===== src/verilog/eirq_cfg.svh =====
// Constants for the external interrupt and transfer request block.
`ifndef EIRQ_CFG_SVH
`define EIRQ_CFG_SVH
`define EIRQ_AW 5
`define EIRQ_OFS_LEVEL 5'h00
`define EIRQ_OFS_CAUSE 5'h04
`define EIRQ_OFS_ENABLE 5'h08
`define EIRQ_OFS_CTRL0 5'h0C
`define EIRQ_OFS_CTRL1 5'h10
`define EIRQ_OFS_CTRL2 5'h14
`define EIRQ_RST_LEVEL 16'h0000
`define EIRQ_RST_CAUSE 8'h00
`define EIRQ_RST_ENABLE 8'h00
`define EIRQ_RST_CNT 8'h00
`define EIRQ_CH_MASK 8'hF1
`define EIRQ_VEC0_MASK 8'h01
`define EIRQ_VEC1_MASK 8'h30
`define EIRQ_VEC2_MASK 8'hC0
`define EIRQ_VEC0_NUM 8'h0F
`define EIRQ_VEC1_NUM 8'h18
`define EIRQ_VEC2_NUM 8'h1B
`define EIRQ_ATS_BIT 0
`define EIRQ_CNT_LSB 8
`define EIRQ_CNT_MSB 15
`endif


===== src/verilog/eirq_pkg.sv =====
// Types shared by the external interrupt and transfer request block.
package eirq_pkg;
	typedef enum logic [1:0] {
		EIRQ_COND_LOW = 2'b00,
		EIRQ_COND_HIGH = 2'b01,
		EIRQ_COND_RISE = 2'b10,
		EIRQ_COND_FALL = 2'b11
	} eirq_cond_t;

	typedef enum logic [1:0] {
		EIRQ_X_IDLE = 2'b00,
		EIRQ_X_REQ = 2'b01
	} eirq_xst_t;

	typedef struct packed {
		logic [4:0] sync1;
		logic [4:0] sync2;
		logic [4:0] prev;
	} eirq_det_st_t;

	typedef struct packed {
		logic waitreq;
		logic [31:0] rdata;
		logic [15:0] level;
		logic [7:0] cause;
		logic [7:0] enable;
		logic [2:0] ats;
		logic [2:0][7:0] cnt;
		eirq_xst_t [2:0] xst;
		logic [2:0] xreq;
		logic [2:0] irq;
	} eirq_top_st_t;
endpackage


===== src/verilog/eirq_det_if.sv =====
// Carrier between the register logic and the input detector.
`timescale 1ns/1ps
interface eirq_det_if;
	logic [4:0] raw;
	logic [9:0] cond;
	logic [4:0] hit;
	modport src(output raw, output cond, input hit);
	modport det(input raw, input cond, output hit);
endinterface


===== src/verilog/eirq_top.sv =====
// External interrupt and transfer request controller with an Avalon-MM slave.
// Functional notes
// RQ1 - Exactly five request inputs are accepted.
// RQ2 - Bus receive line is one detector input.
// RQ3 - Each input has its own detect condition.
// RQ4 - High, low, rising or falling triggers selectable.
// RQ5 - Transfer mode sources use level signalling only.
// RQ6 - Enable bit gates each input's request.
// RQ7 - Cause flag holds until software or a serviced transfer clears it.
// RQ8 - Select bit zero gives a plain interrupt.
// RQ9 - Select one transfers, then interrupts after count.
// RQ10 - Five inputs share three interrupt vectors.
// RQ11 - Inputs pass a two-stage synchroniser first.
// RQ12 - Writing zero clears, one keeps, set wins.
`timescale 1ns/1ps
`include "eirq_cfg.svh"
module eirq_top (
	// Clock and reset.
	input wire logic clock,
	input wire logic rst_n,
	// Avalon-MM register slave.
	input wire logic [`EIRQ_AW-1:0] avs_address,
	input wire logic avs_read,
	input wire logic avs_write,
	input wire logic [31:0] avs_writedata,
	output logic [31:0] avs_readdata,
	output logic avs_waitrequest,
	// Request inputs from outside the chip.
	input wire logic can_rx,
	input wire logic ext_req_pin_a,
	input wire logic ext_req_pin_b,
	input wire logic ext_req_pin_c,
	input wire logic ext_req_pin_d,
	// Interrupt system, one bit per vector.
	output logic [2:0] irq_req,
	output logic [2:0] xfer_req,
	input wire logic [2:0] xfer_ack
);
	import eirq_pkg::*;

	eirq_top_st_t st;
	eirq_top_st_t nx;
	eirq_det_if dif();

	logic rw;
	logic acc;
	logic [7:0] hit8;
	logic [7:0] sw_clr;
	logic [7:0] hw_clr;
	logic [2:0] pend;

	// Cause bits that belong to each vector.
	function automatic logic [7:0] vec_mask(input int v);
		case (v)
			0: vec_mask = `EIRQ_VEC0_MASK; // RQ10
			1: vec_mask = `EIRQ_VEC1_MASK; // RQ10
			2: vec_mask = `EIRQ_VEC2_MASK; // RQ10
			default: vec_mask = 8'h00;
		endcase
	endfunction

	// Place the five detector channels on their register bit positions.
	function automatic logic [7:0] expand(input logic [4:0] c);
		expand = {c[4], c[3], c[2], c[1], 3'b000, c[0]} & `EIRQ_CH_MASK; // RQ1
	endfunction

	function automatic logic [31:0] ctrl_word(input logic ats, input logic [7:0] cnt);
		ctrl_word = '0;
		ctrl_word[`EIRQ_ATS_BIT] = ats;
		ctrl_word[`EIRQ_CNT_MSB:`EIRQ_CNT_LSB] = cnt;
	endfunction

	// Channel zero is the bus receive line so bus traffic can wake the chip.
	assign dif.raw = {ext_req_pin_d, ext_req_pin_c, ext_req_pin_b, ext_req_pin_a, can_rx}; // RQ2
	assign dif.cond = {st.level[15:8], st.level[1:0]}; // RQ3

	eirq_detect #(
		.CH(5)
	) u_detect (
		.clock(clock),
		.rst_n(rst_n),
		.dif(dif)
	);

	assign hit8 = expand(dif.hit);
	assign rw = avs_read | avs_write;
	assign acc = rw & ~st.waitreq;

	always_comb begin
		for (int v = 0; v < 3; v++) begin
			pend[v] = |(st.cause & st.enable & vec_mask(v)); // RQ6
		end
	end

	always_comb begin
		nx = st;
		sw_clr = 8'h00;
		hw_clr = 8'h00;
		// One wait cycle per access keeps the read mux off the bus path.
		nx.waitreq = ~(rw & st.waitreq);
		if (rw && st.waitreq) begin
			case (avs_address)
				`EIRQ_OFS_LEVEL: nx.rdata = {16'h0000, st.level};
				`EIRQ_OFS_CAUSE: nx.rdata = {24'h000000, st.cause};
				`EIRQ_OFS_ENABLE: nx.rdata = {24'h000000, st.enable};
				`EIRQ_OFS_CTRL0: nx.rdata = ctrl_word(st.ats[0], st.cnt[0]);
				`EIRQ_OFS_CTRL1: nx.rdata = ctrl_word(st.ats[1], st.cnt[1]);
				`EIRQ_OFS_CTRL2: nx.rdata = ctrl_word(st.ats[2], st.cnt[2]);
				default: nx.rdata = 32'h00000000;
			endcase
		end
		// Transfer sequencing per vector.
		for (int v = 0; v < 3; v++) begin
			case (st.xst[v])
				EIRQ_X_IDLE: begin
					if (st.ats[v] && pend[v] && (st.cnt[v] != 8'h00)) begin
						nx.xst[v] = EIRQ_X_REQ; // RQ9
						nx.xreq[v] = 1'b1;
					end
				end
				EIRQ_X_REQ: begin
					if (xfer_ack[v]) begin
						// Serviced sources are cleared so the next request is a new one.
						hw_clr = hw_clr | vec_mask(v); // RQ9
						nx.cnt[v] = st.cnt[v] - 8'h01; // RQ9
						nx.xst[v] = EIRQ_X_IDLE;
						nx.xreq[v] = 1'b0;
					end
				end
				default: begin
					nx.xst[v] = EIRQ_X_IDLE;
					nx.xreq[v] = 1'b0;
				end
			endcase
			// A level source still active after its transfer reasserts at once,
			// which is why transfer mode expects level signalling.
			nx.irq[v] = pend[v] && (!st.ats[v] || ((st.cnt[v] == 8'h00) && (st.xst[v] == EIRQ_X_IDLE))); // RQ8 RQ9 RQ5
		end
		if (acc && avs_write) begin
			case (avs_address)
				`EIRQ_OFS_LEVEL: nx.level = avs_writedata[15:0]; // RQ3
				`EIRQ_OFS_CAUSE: sw_clr = ~avs_writedata[7:0]; // RQ12
				`EIRQ_OFS_ENABLE: nx.enable = avs_writedata[7:0] & `EIRQ_CH_MASK; // RQ6
				`EIRQ_OFS_CTRL0: begin
					nx.ats[0] = avs_writedata[`EIRQ_ATS_BIT];
					nx.cnt[0] = avs_writedata[`EIRQ_CNT_MSB:`EIRQ_CNT_LSB];
				end
				`EIRQ_OFS_CTRL1: begin
					nx.ats[1] = avs_writedata[`EIRQ_ATS_BIT];
					nx.cnt[1] = avs_writedata[`EIRQ_CNT_MSB:`EIRQ_CNT_LSB];
				end
				`EIRQ_OFS_CTRL2: begin
					nx.ats[2] = avs_writedata[`EIRQ_ATS_BIT];
					nx.cnt[2] = avs_writedata[`EIRQ_CNT_MSB:`EIRQ_CNT_LSB];
				end
				default: nx.level = st.level;
			endcase
		end
		// A new detection outranks any clear in the same cycle.
		nx.cause = ((st.cause & ~sw_clr & ~hw_clr) | hit8) & `EIRQ_CH_MASK; // RQ7 RQ12
	end

	always_ff @(posedge clock or negedge rst_n) begin
		if (!rst_n) begin
			st.waitreq <= 1'b1;
			st.rdata <= 32'h00000000;
			st.level <= `EIRQ_RST_LEVEL;
			st.cause <= `EIRQ_RST_CAUSE;
			st.enable <= `EIRQ_RST_ENABLE;
			st.ats <= 3'h0;
			st.cnt <= {`EIRQ_RST_CNT, `EIRQ_RST_CNT, `EIRQ_RST_CNT};
			st.xst <= {EIRQ_X_IDLE, EIRQ_X_IDLE, EIRQ_X_IDLE};
			st.xreq <= 3'h0;
			st.irq <= 3'h0;
		end else begin
			st <= nx;
		end
	end

	assign avs_readdata = st.rdata;
	assign avs_waitrequest = st.waitreq;
	assign irq_req = st.irq;
	assign xfer_req = st.xreq;
endmodule


===== src/verilog/eirq_detect.sv =====
// Input synchroniser and level or edge detector for the five request inputs.
`timescale 1ns/1ps
`include "eirq_cfg.svh"
module eirq_detect #(
	parameter int CH = 5
) (
	// Clock and reset.
	input wire logic clock,
	input wire logic rst_n,
	// Detector side of the carrier.
	eirq_det_if.det dif
);
	import eirq_pkg::*;

	eirq_det_st_t st;
	eirq_det_st_t nx;

	initial begin
		if (CH != 5) begin
			$error("eirq_detect serves exactly five inputs");
		end
	end

	always_comb begin
		nx = st;
		nx.sync1 = dif.raw;
		nx.sync2 = st.sync1; // RQ11
		nx.prev = st.sync2;
	end

	// The stages reset to the idle high level of the request lines. Reset to zero would
	// look like a low level on every input and flag all of them at release. A line held
	// low through reset shows one falling edge after release.
	always_ff @(posedge clock or negedge rst_n) begin
		if (!rst_n) begin
			st <= '1;
		end else begin
			st <= nx;
		end
	end

	// Only the second stage and its delayed copy are looked at.
	always_comb begin
		for (int k = 0; k < 5; k++) begin
			case (eirq_cond_t'(dif.cond[2*k +: 2]))
				EIRQ_COND_LOW: dif.hit[k] = ~st.sync2[k]; // RQ4
				EIRQ_COND_HIGH: dif.hit[k] = st.sync2[k]; // RQ4
				EIRQ_COND_RISE: dif.hit[k] = st.sync2[k] & ~st.prev[k]; // RQ4
				EIRQ_COND_FALL: dif.hit[k] = ~st.sync2[k] & st.prev[k]; // RQ4
				default: dif.hit[k] = 1'b0;
			endcase
		end
	end
endmodule


===== config.mk =====
export PLATFORM = sky130hd
export DESIGN_NAME = eirq_top
export DESIGN_NICKNAME = d
export VERILOG_FILES = /design/src/verilog/eirq_pkg.sv /design/src/verilog/eirq_det_if.sv /design/src/verilog/eirq_top.sv /design/src/verilog/eirq_detect.sv
export VERILOG_INCLUDE_DIRS = /design/src /design/src/verilog
export SDC_FILE = /design/constraint.sdc
export NUM_CORES = 1
export LEC_CHECK = 0
export BUFFER_PORTS_ARGS = -buffer_cell sky130_fd_sc_hd__buf_2
export CAP_MARGIN = 5
export CORE_UTILIZATION = 56
export DETAILED_ROUTE_END_ITERATION = 8
export PLACE_DENSITY = 0.81
export SLEW_MARGIN = 10
export SYNTH_ARGS = -nofsm -noshare
export SYNTH_HDL_FRONTEND = slang
export SYNTH_SLANG_ARGS = --single-unit
export TNS_END_PERCENT = 1

===== constraint.sdc =====
create_clock -name clock -period 2.32 [get_ports clock]
set_input_delay 0.464 -clock clock [delete_from_list [all_inputs] [get_ports clock]]
set_output_delay 0.464 -clock clock [all_outputs]
set_load 0.05 [all_outputs]

== Word-level counts from Yosys, hierarchy flattened ==
Cells that the tools add are included.

* Word-level logic and storage cells: 178
* Register bits after elaboration: 113
* Output and inout port bits: 39

* Reduce and logical (&&, ||, !) cells: 45
* Bitwise operators: 34
* Muxes and demuxes: 46
* $add $sub $neg: 3
* Equal/unequal tests: 29

{| class="wikitable"
|+ Operator list
! cell !! number
|-
| two-way mux 8 bit || 19
|-
| case mux 16 bit (6 select lines) || 1
|-
| bitwise AND 8 bit || 3
|-
| logical NOT 8 bit || 3
|-
| two-way mux 24 bit || 1
|-
| inverter 8 bit || 3
|-
| OR 8 bit || 3
|-
| nonzero test 8 bit || 3
|-
| subtractor 8 x 1 -> 8 bit (second input constant) || 3
|-
| equality test 2 bit (second input constant) || 10
|-
| case mux 1 bit (4 select lines) || 5
|-
| equality test 2 x 1 -> 1 bit (second input constant) || 8
|-
| logical NOT 2 bit || 8
|-
| AND reduction 2 bit || 8
|-
| logical AND 1 bit || 14
|-
| bitwise AND 1 bit || 12
|-
| two-way mux 2 bit || 6
|-
| != test 2 bit (second input constant) || 6
|-
| inverter 1 bit || 12
|-
| case mux 2 bit (2 select lines) || 3
|-
| equality test 5 x 4 -> 1 bit (second input constant) || 2
|-
| equality test 5 bit (second input constant) || 2
|-
| two-way mux 1 bit || 8
|-
| case mux 1 bit (2 select lines) || 3
|-
| other kinds (6) || 11
|}

== Logic depth before layout (Yosys ltp) ==
Gate-level depths: netlist (run 1).

* Depth after elaboration: 11
* Mapped depth: 7
* Depth with buffers taken out: 6

== Cells and area by module ==
A second synthesis (run 1) with hierarchy kept.

* Cell total of the unflattened synthesis: 438
* Area total of the unflattened synthesis: 4668.2 um2

{| class="wikitable"
|+ Modules (own cells, without submodules)
! module !! cells each !! times used !! area each (um2)
|-
| eirq_top || 398 || 1 || 4078.9
|-
| eirq_detect || 40 || 1 || 589.3
|}

== Worst setup path after synthesis (run 1) ==
Ideal clock, no wire load.

* Path kind: input -> register
* From: in avs_address[4]
* To: reg st (netlist bit dif.cond[2])
* Path buffers: 1
* Cell stages on the path: 5
* Data arrival time: 2045 ps
* Path slack: 150 ps
* Path through: or3_4 -> or3_4 -> nor3b_4 -> buf_6 -> mux2_2

* Longest elaborated chain between the ends: 2

{| class="wikitable"
|+ Ends and longest elaborated chain
! element !! line !! RTL
|-
| start: declaration || eirq_top.sv:22 || <nowiki>input wire logic [`EIRQ_AW-1:0] avs_address,</nowiki>
|-
| logical NOT 5 bit || eirq_top.sv:140 || <nowiki>case (avs_address)</nowiki>
|-
| AND reduction 2 bit (no source line) || - ||
|-
| end signal: assignment || eirq_top.sv:176 || <nowiki>st <= nx;</nowiki>
|-
| end: declaration || eirq_top.sv:41 || <nowiki>eirq_top_st_t st;</nowiki>
|}

No other way between the ends.
A chain may end at the register's enable or synchronous reset.

==> reports/metrics.csv, run 1 <==
stage,metric,value,unit
yosys,synth_area,4612,sq um
power,power_frac_seq,49.0,%
yosys,synthArstFlopShare,100.0,%
clock_tree,cts.sinks,91,
sta,tightest_slew,527.3,ps
floorplanning,start_util,58.77,%
route,drt_first_iter_violations,269,
layout,final_util,64.32,%
worst_setup_path,cp-start-kind,flip-flop,
floorplanning,coreArea,7848,sq um
route,wl,9879,um
worst_setup_path,r2r_end,irq_req[2],
clock_tree,cts_root_buf,clkbuf_8,
floorplanning,rows,32,
yosys,synth_ff_type,dfrtp_1,
place,place_inst,569,
sta,finalMaxSlewViolations,0,
clock_tree,htree_levels,3,
worst_setup_path,ff2ff_path_depth,4,
floorplanning,die_x,92.75,um
floorplanning,die_area,8603,sq um
worst_setup_path,critPathMaxStageDelay,670,ps
yosys,synth_cell_types,46,
layout,fillCellCount,642,
worst_setup_path,timing.critical_path.buf_inv,0,
power,combinationalPowerShare,26.2,%
sta,holdWs,84.19,ps
layout,final_common_cell,dfrtp_1,
route,vias_per_cell,5.696,
hold_path,hold_class,primary input to asynchronous set/reset pin,
worst_setup_path,rr_startpoint,st[31],
global_route,grt_max_degree,41,
route,via_count,3332,
place,post_dp_cell_area,4835,sq um
yosys,synth.ff_latch_count,91,
route,wl_per_cell,16.89,um
layout,synthToLayoutAreaGrowth,9.441,%
yosys,syn_avg_cell_area,10.53,sq um
global_route,track_usage,25.18,%
route,drc_errors,0,
layout,final_cell_mix,"dfrtp_1 (75), buf_2 (54), nand2_1 (41)",
clock_tree,cts_setup_buffers,0,
power,p_sw,0.001634,W
clock_tree,cts.path.max_buffers,2,
clock_tree,hold_buffers,0,
clock_tree,cts_made_buffers,9,
sta,relSlewSlack,64.84,%
sta,rsz0062_at_grt,no,
place,io_buffers,55,
worst_setup_path,r2r_setup_slack,270,ps
worst_setup_path,cp_top_family,simple AND/OR/NAND/NOR gates,
global_route,antenna_found_initial,0,
power,irDropWorstVdd,0.7148,mV
outcome,status,"finished, final reports clean",
layout,final_nets,533,
power,swShare,34.70,%
sta,setup_viol,0,
sta,hold_violations,0,
place,dp_hpwl,7282,um
layout,antennaDiodeCount,0,
sta,final.period_utilization,88.23,%
power,leakagePower,2.246,nW
sta,fin_setup_tns,0,ps
yosys,ys_seq_area_share,49.81,%
floorplanning,die_y,92.75,um
worst_setup_path,critical_path_arrival,2330,ps
worst_setup_path,critPathRequiredTime,2610,ps
clock_tree,cts_resized,0,
global_route,grt_overflow_total,0,
route,final_antenna_net_count,0,
floorplanning,ios,88,
clock_tree,path_clk_slew,90,ps
clock_tree,cts_tree,done,
worst_setup_path,path_max_fanout,5,
worst_setup_path,crit_chain,or4_1 -> or4b_2 -> o21a_1 -> nor2_1,
job,drv_cap,0,
layout,drive_gt1_share,27.74,%
yosys,yosys_warnings,0,
power,p_per_area,932.8,nW/um^2
route,firstDrtPassIters,5,
global_route,first_global_vias,3244,
place,gp_routability_congestion,0.8877,
yosys,netlist_instances,438,
worst_setup_path,crit_slowest_cell,or4b_2,
power,p_int,0.003074,W
power,clockPowerShare,24.8,%
worst_setup_path,critPathKind,flip-flop to flip-flop,
sta,period_needed,2047,ps
layout,final_cell_count_no_fill,585,
sta,max_clock_freq,488.5,MHz
layout,fin_area,5047,sq um
yosys,synth_edf_count,0,
clock_tree,clk-insertion-delay-late,360,ps
worst_setup_path,end_kind,flip-flop,
sta,skew,9.461,ps
global_route,grt_pass1_wl,16340,um
==> area by class of cell <==
cell class                 count  area [sq um]  area share, %
sequential                    91          2297          45.51
multi-input combinational    301          1991          39.44
timing repair buffer          66         385.4          7.635
clock buffer                  14         152.6          3.024
tap                          102         127.6          2.529
clock inverter                 2         60.06          1.190
inverter                       9         33.78         0.6693
==> power groups by stage <==
stage,logic (W),registers (W),clock network (W)
detailed placement,0.00122,0.00233,0
finish,0.00123,0.00231,0.00117
global placement,0.00118,0.00231,0
global route,0.00137,0.00236,0.00124
CTS,0.00123,0.00230,0.00119
floorplan,0.00103,0.00222,0
==> cells in the mapped netlist, types with 2 or more instances <==
| cell | number | area share (%) |
|---|---|---|
| dfrtp_1 | 75 | 41 |
| nand2_1 | 41 | 3.3 |
| buf_4 | 38 | 6.2 |
| mux2_2 | 35 | 8.5 |
| o21ai_0 | 34 | 3.7 |
| nor2_1 | 30 | 2.4 |
| a21oi_1 | 18 | 2.0 |
| dfstp_2 | 16 | 9.1 |
| xnor2_1 | 15 | 2.8 |
| nand3_1 | 12 | 1.3 |
| clkbuf_1 | 11 | 0.90 |
| a22oi_1 | 10 | 1.6 |
| inv_1 | 8 | 0.65 |
| o22ai_1 | 8 | 1.1 |
| xor2_1 | 8 | 1.5 |
| mux2i_1 | 7 | 1.5 |
| nor4_1 | 7 | 0.95 |
| o211ai_1 | 7 | 1.1 |
| ha_1 | 6 | 1.6 |
| nand3b_1 | 6 | 0.98 |
| a22o_1 | 4 | 0.76 |
| and3_1 | 3 | 0.41 |
| and3b_1 | 3 | 0.57 |
| nand2b_1 | 3 | 0.41 |
| nor3_1 | 3 | 0.33 |
| nor3b_1 | 3 | 0.49 |
| nor4b_1 | 3 | 0.57 |
| nand4b_1 | 2 | 0.38 |
| nor2b_1 | 2 | 0.27 |
| nor4bb_1 | 2 | 0.43 |
| o21a_1 | 2 | 0.33 |
| or3_4 | 2 | 0.49 |
==> registers in the layout, summed over array words and instances, names as in the netlist <==
| register | flops |
|---|---|
| u_detect.nx | 10 |
| dif.cond | 10 |
| xfer_req | 1 |
| avs_readdata | 16 |
| u_detect.st | 5 |
| st | 45 |
| avs_waitrequest | 1 |
| irq_req | 3 |
==> logic make-up (layout without fill, tap and decap cells) <==
kind of cell | count (synthesis) | count (layout) | share of synthesized area, %
buf+inv | 61 | 91 | 8.247
compound gates | 85 | 85 | 10.93
fa+ha+maj | 6 | 6 | 1.628
flops | 91 | 91 | 49.81
xor+xnor | 23 | 23 | 4.368
other cells | 1 | 16 | 0.08131
simple gates | 129 | 129 | 14.87
mux | 42 | 42 | 10.07
==> worst max-delay path by stage <==
stage,endpoint,startpoint,cells past startpoint
floorplan,dif.cond[2],avs_address[4],5
global placement,dif.cond[9],avs_address[4],6
detailed placement,dif.cond[3],avs_address[1],6
CTS,irq_req[2],st[31],4
global route,irq_req[2],st[31],4
finish,irq_req[2],st[31],4
==> stage by stage <==
stage | total power, W | setup slack [ps]
floorplan | 0.003245 | 150.0
global placement | 0.003489 | 116.8
detailed placement | 0.003547 | 90.73
CTS | 0.004722 | 294.9
global route | 0.004972 | 224.7
finish | 0.004708 | 273.0
==> layer usage <==
metal	part of all wire, %	GRT usage (%)
met3	5.5	5.337
met1	45	34.36
met4	2.0	7.949
met2	48	40.31
met5	0	0
==> worst register-to-register path: cells and delay by family (launching register included) <==
| kind | cells | cell delay (ps) |
|---|---|---|
| and+or+nand+nor | 3 | 1350 |
| DFF | 1 | 430 |
| AOI/OAI and AO/OA | 1 | 200 |
(Power assumes the default switching activity.)
==> inputs of run 2 (changes only) <==
CTS_BUF_LIST = sky130_fd_sc_hd__clkbuf_16   (was unset)
==> reports/metrics.csv, run 2 (synthesis gave the netlist of run 1 again) <==
stage,metric,value,unit
sta,period_needed,2041,ps
route,wl_per_cell,17.51,um
layout,largest_reg_flops,45,
clock_tree,cts.sinks,91,
place,dp_hpwl,7282,um
global_route,first_global_vias,3390,
sta,fin_setup_tns,0,ps
floorplanning,die_x,92.75,um
clock_tree,hold_buffers,0,
sta,final.period_utilization,87.96,%
route,firstDrtPassIters,4,
route,vias_per_cell,5.732,
global_route,track_usage,25.90,%
layout,final_cell_mix,"dfrtp_1 (75), buf_2 (54), nand2_1 (41)",
sta,skew,5.706,ps
global_route,grt_overflow_total,0,
worst_setup_path,ff2ff_path_depth,4,
worst_setup_path,crit_cells,4,
outcome,status,"finished, final reports clean",
worst_setup_path,crit_slowest_cell,or4b_2,
worst_setup_path,cp_top_family,simple AND/OR/NAND/NOR gates,
floorplanning,start_util,58.77,%
layout,drive_gt1_share,27.54,%
job,drv_cap,0,
layout,largest-register,st,
route,wl,10240,um
floorplanning,ios,88,
sta,setup_viol,0,
clock_tree,path_clk_slew,60,ps
clock_tree,cts_root_buf,clkbuf_16,
global_route,grt_max_degree,41,
floorplanning,rows,32,
worst_setup_path,critical_path_arrival,2300,ps
sta,hold_violations,0,
worst_setup_path,crit_chain,or4_1 -> or4b_2 -> o21a_1 -> nor2_1,
place,io_buffers,55,
worst_setup_path,cp-start-kind,flip-flop,
layout,final_common_cell,dfrtp_1,
sta,rsz0062_at_grt,no,
sta,relSlewSlack,64.55,%
clock_tree,cts_setup_buffers,0,
worst_setup_path,critPathKind,flip-flop to flip-flop,
clock_tree,cts_resized,0,
clock_tree,clk-insertion-delay-late,330,ps
worst_setup_path,timing.critical_path.buf_inv,0,
floorplanning,die_y,92.75,um
layout,antennaDiodeCount,0,
sta,finalMaxSlewViolations,0,
worst_setup_path,path_max_fanout,5,
route,final_antenna_net_count,0,
floorplanning,coreArea,7848,sq um
route,via_count,3353,
worst_setup_path,critPathRequiredTime,2580,ps
clock_tree,htree_levels,3,
sta,max_clock_freq,490.1,MHz
place,gp_routability_congestion,0.8877,
power,leakagePower,2.303,nW
clock_tree,cts.path.max_buffers,2,
power,irDropWorstVdd,0.8883,mV
power,p_per_area,981.8,nW/um^2
layout,synthToLayoutAreaGrowth,11.42,%
power,total_power,0.005045,W
global_route,grt_pass1_wl,16820,um
layout,final_nets,533,
sta,tightest_slew,531.7,ps
floorplanning,die_area,8603,sq um
hold_path,hold_class,primary input to asynchronous set/reset pin,
clock_tree,cts_tree,done,
worst_setup_path,critPathMaxStageDelay,670,ps
worst_setup_path,end_kind,flip-flop,
global_route,antenna_found_initial,0,
clock_tree,cts_made_buffers,9,
route,drc_errors,0,
route,drt_first_iter_violations,196,
[run 2: worst register-to-register path: cells and delay by family (launching register included)]
kind,cells,cell delay [ps]
flops,1,410
simple gates,3,1360
compound gates,1,200
[run 2: report_power, final]
| part | internal, W | switching (W) | leakage, nW |
|---|---|---|---|
| Combinational | 0.000511 | 0.000728 | 1.02 |
| Clock | 0.000924 | 0.000563 | 0.162 |
| Sequential | 0.00193 | 0.000391 | 1.12 |
| Total | 0.00336 | 0.00168 | 2.30 |
[run 2: routing by layer]
| layer | global-route usage, % | up-vias | wire, um |
|---|---|---|---|
| li1 | - | 1569 | - |
| met1 | 33.21 | 1648 | 4418 |
| met2 | 43.21 | 120 | 5049 |
| met3 | 7.307 | 16 | 628 |
| met4 | 6.795 | 0 | 146 |
| met5 | 0 | - | 0 |
[run 2: area by class of cell]
type / instances / area, sq um
clock buffer: 9 / 225.2
clock inverter: 7 / 78.83
fill: 623 / 2709
inverter: 9 / 33.78
multi-input combinational: 301 / 1991
sequential: 91 / 2297
tap: 102 / 127.6
timing repair buffer: 66 / 385.4
[run 2: path summary, 6_finish.rpt]
| kind | startpoint | end | slack (ps) |
|---|---|---|---|
| min | rst_n | st[28] | 110 |
| max in group asynchronous | rst_n | u_detect.nx[9] | 1510 |
| min reg2reg | u_detect.nx[8] | u_detect.nx[3] | 360 |
| max reg2reg | st[31] | irq_req[2] | 280 |
| min in group clock | can_rx | u_detect.nx[5] | 230 |
| max | st[31] | irq_req[2] | 280 |
[run 2: per-stage QoR]
step	setup slack (ps)	instances	cell area [sq um]	utilization [%]	hold slack [ps]
2_1_floorplan	150.0	453	4668	-	168.4
3_3_place_gp	116.8	569	4835	61.61	346.7
3_5_place_dp	90.73	569	4835	61.61	346.8
4_1_cts	293.0	585	5139	65.48	125.2
5_1_grt	239.9	585	5139	65.48	142.4
6_report	279.4	585	5139	65.48	107.1
==> inputs of run 3 (changes only) <==
CORE_UTILIZATION = 60   (was 56)
HOLD_SLACK_MARGIN = 0.03   (was unset)
PLACE_DENSITY = 0.85   (was 0.81)
clock period = 2.54 ns   (was 2.32 ns; I/O delays follow)
==> reports/metrics.csv, run 3 (synthesis gave the netlist of run 1 again) <==
stage,metric,value,unit
layout,largest_reg_flops,45,
sta,max_clock_freq,487.4,MHz
floorplanning,start_util,62.91,%
clock_tree,cts.path.max_buffers,2,
worst_setup_path,startpoint,st[31],
power,clockPowerShare,28.9,%
worst_setup_path,critical_path_arrival,2320,ps
route,drc_errors,0,
place,gp_routability_congestion,0.8937,
worst_setup_path,path_max_fanout,5,
worst_setup_path,critPathRequiredTime,2810,ps
place,post_dp_cell_area,4831,sq um
global_route,antenna_found_initial,0,
worst_setup_path,r2r_setup_slack,490,ps
job,drv_cap,0,
clock_tree,cts_root_buf,clkbuf_16,
place,dp_hpwl,7160,um
power,irDropWorstVdd,0.5525,mV
layout,multi_input_area,1991,sq um
power,combinationalPowerShare,25.0,%
route,drt_first_iter_violations,259,
global_route,grt_pass1_wl,16080,um
clock_tree,cts_resized,0,
global_route,grt_max_degree,50,
sta,hold_violations,0,
sta,period_needed,2052,ps
layout,final_nets,533,
sta,fin_setup_tns,0,ps
global_route,grt_overflow_total,0,
power,p_sw,0.001573,W
outcome,status,"finished, final reports clean",
clock_tree,hold_buffers,0,
floorplanning,coreArea,7331,sq um
worst_setup_path,end_kind,flip-flop,
global_route,first_global_vias,3155,
power,p_int,0.002987,W
clock_tree,cts_made_buffers,9,
route,firstDrtPassIters,5,
layout,synthToLayoutAreaGrowth,11.15,%
worst_setup_path,rr_startpoint,st[31],
floorplanning,rows,31,
power,power_frac_seq,46.2,%
layout,largest-register,st,
route,wl_per_cell,17.22,um
layout,antennaDiodeCount,0,
floorplanning,die_area,8041,sq um
clock_tree,cts_setup_buffers,0,
worst_setup_path,cp-start-kind,flip-flop,
sta,final.period_utilization,80.77,%
layout,final_cell_mix,"dfrtp_1 (75), buf_2 (54), nand2_1 (41)",
route,vias_per_cell,5.842,
power,p_per_area,889.4,nW/um^2
layout,fillCellCount,554,
route,wl,10020,um
place,dp_slack,243.8,ps
sta,skew,4.393,ps
power,swShare,34.49,%
clock_tree,path_clk_slew,60,ps
clock_tree,clk-insertion-delay-late,340,ps
sta,rsz0062_at_grt,no,
layout,final_common_cell,dfrtp_1,
worst_setup_path,r2r_end,irq_req[2],
floorplanning,die_y,89.67,um
global_route,track_usage,27.27,%
clock_tree,cts_tree,done,
sta,tightest_slew,628.0,ps
worst_setup_path,ff2ff_path_depth,4,
worst_setup_path,endpoint,irq_req[2],
route,final_antenna_net_count,0,
hold_path,hold_class,primary input to asynchronous set/reset pin,
sta,holdWs,192.3,ps
layout,fin_area,5126,sq um
sta,finalMaxSlewViolations,0,
layout,final_cell_count_no_fill,582,
place,place_inst,566,
place,io_buffers,55,
sta,relSlewSlack,58.13,%
route,via_count,3400,
worst_setup_path,critPathKind,flip-flop to flip-flop,
layout,drive_gt1_share,28.36,%
floorplanning,die_x,89.67,um
sta,setup_viol,0,
floorplanning,ios,88,
power,leakagePower,2.280,nW
clock_tree,cts.sinks,91,
layout,regArea,2297,sq um
sta,layout_setup_ws,488.3,ps
clock_tree,htree_levels,3,
==> run 3: changes by cell type in the layout (fill, tap and decap cells not counted) <==
cell        previous run  this run
bufinv_16              2         1
clkinv_1               2         1
clkinv_2               0         1
clkinv_4               0         1
clkinvlp_4             0         3
inv_1                 12         9
==> run 3: metal layers <==
metal | share of wire, % | global-route usage, %
met2 | 48 | 42.91
met1 | 43 | 37.20
met3 | 6.3 | 5.302
met4 | 2.6 | 11.54
met5 | 0 | 0
==> run 3: worst min path at each step <==
stage / start / endpoint / slack [ps] / depth (start not counted)
detailed placement: u_detect.nx[6] / u_detect.nx[1] / 350 / 0
CTS: rst_n / st[59] / 210 / 1
global route: rst_n / st[59] / 240 / 1
global placement: u_detect.nx[5] / u_detect.nx[0] / 350 / 0
floorplan: rst_n / avs_readdata[0] / 210 / 0
finish: rst_n / avs_readdata[5] / 190 / 1
==> run 3: layout make-up <==
cell class / count / area share (%)
Tap cell: 99 / 2.416
Sequential cell: 91 / 44.81
Clock inverter: 7 / 1.367
Clock buffer: 9 / 4.393
Timing Repair Buffer: 66 / 7.518
Inverter: 9 / 0.6590
Multi-Input combinational cell: 301 / 38.83
==> run 3: critical path: stages (launching register included) <==
cell,delay (ps)
dfrtp_1,430
or4_1,600
or4b_2,670
o21a_1,200
nor2_1,80
==> run 3: per-stage QoR <==
stage	utilization (%)	power (W)
2_1_floorplan	-	0.002964
3_3_place_gp	65.90	0.003176
3_5_place_dp	65.90	0.003237
5_1_grt	69.93	0.004801
6_report	69.93	0.004559
4_1_cts	69.93	0.004561
==> run 3: power by group through the flow <==
stage | Sequential, W | Clock [W] | Combinational (W)
after floorplan | 0.00203 | 0 | 0.000937
after global placement | 0.00209 | 0 | 0.00108
after detailed placement | 0.00212 | 0 | 0.00112
after CTS | 0.00209 | 0.00133 | 0.00113
after global routing | 0.00214 | 0.00141 | 0.00125
final | 0.00210 | 0.00132 | 0.00114
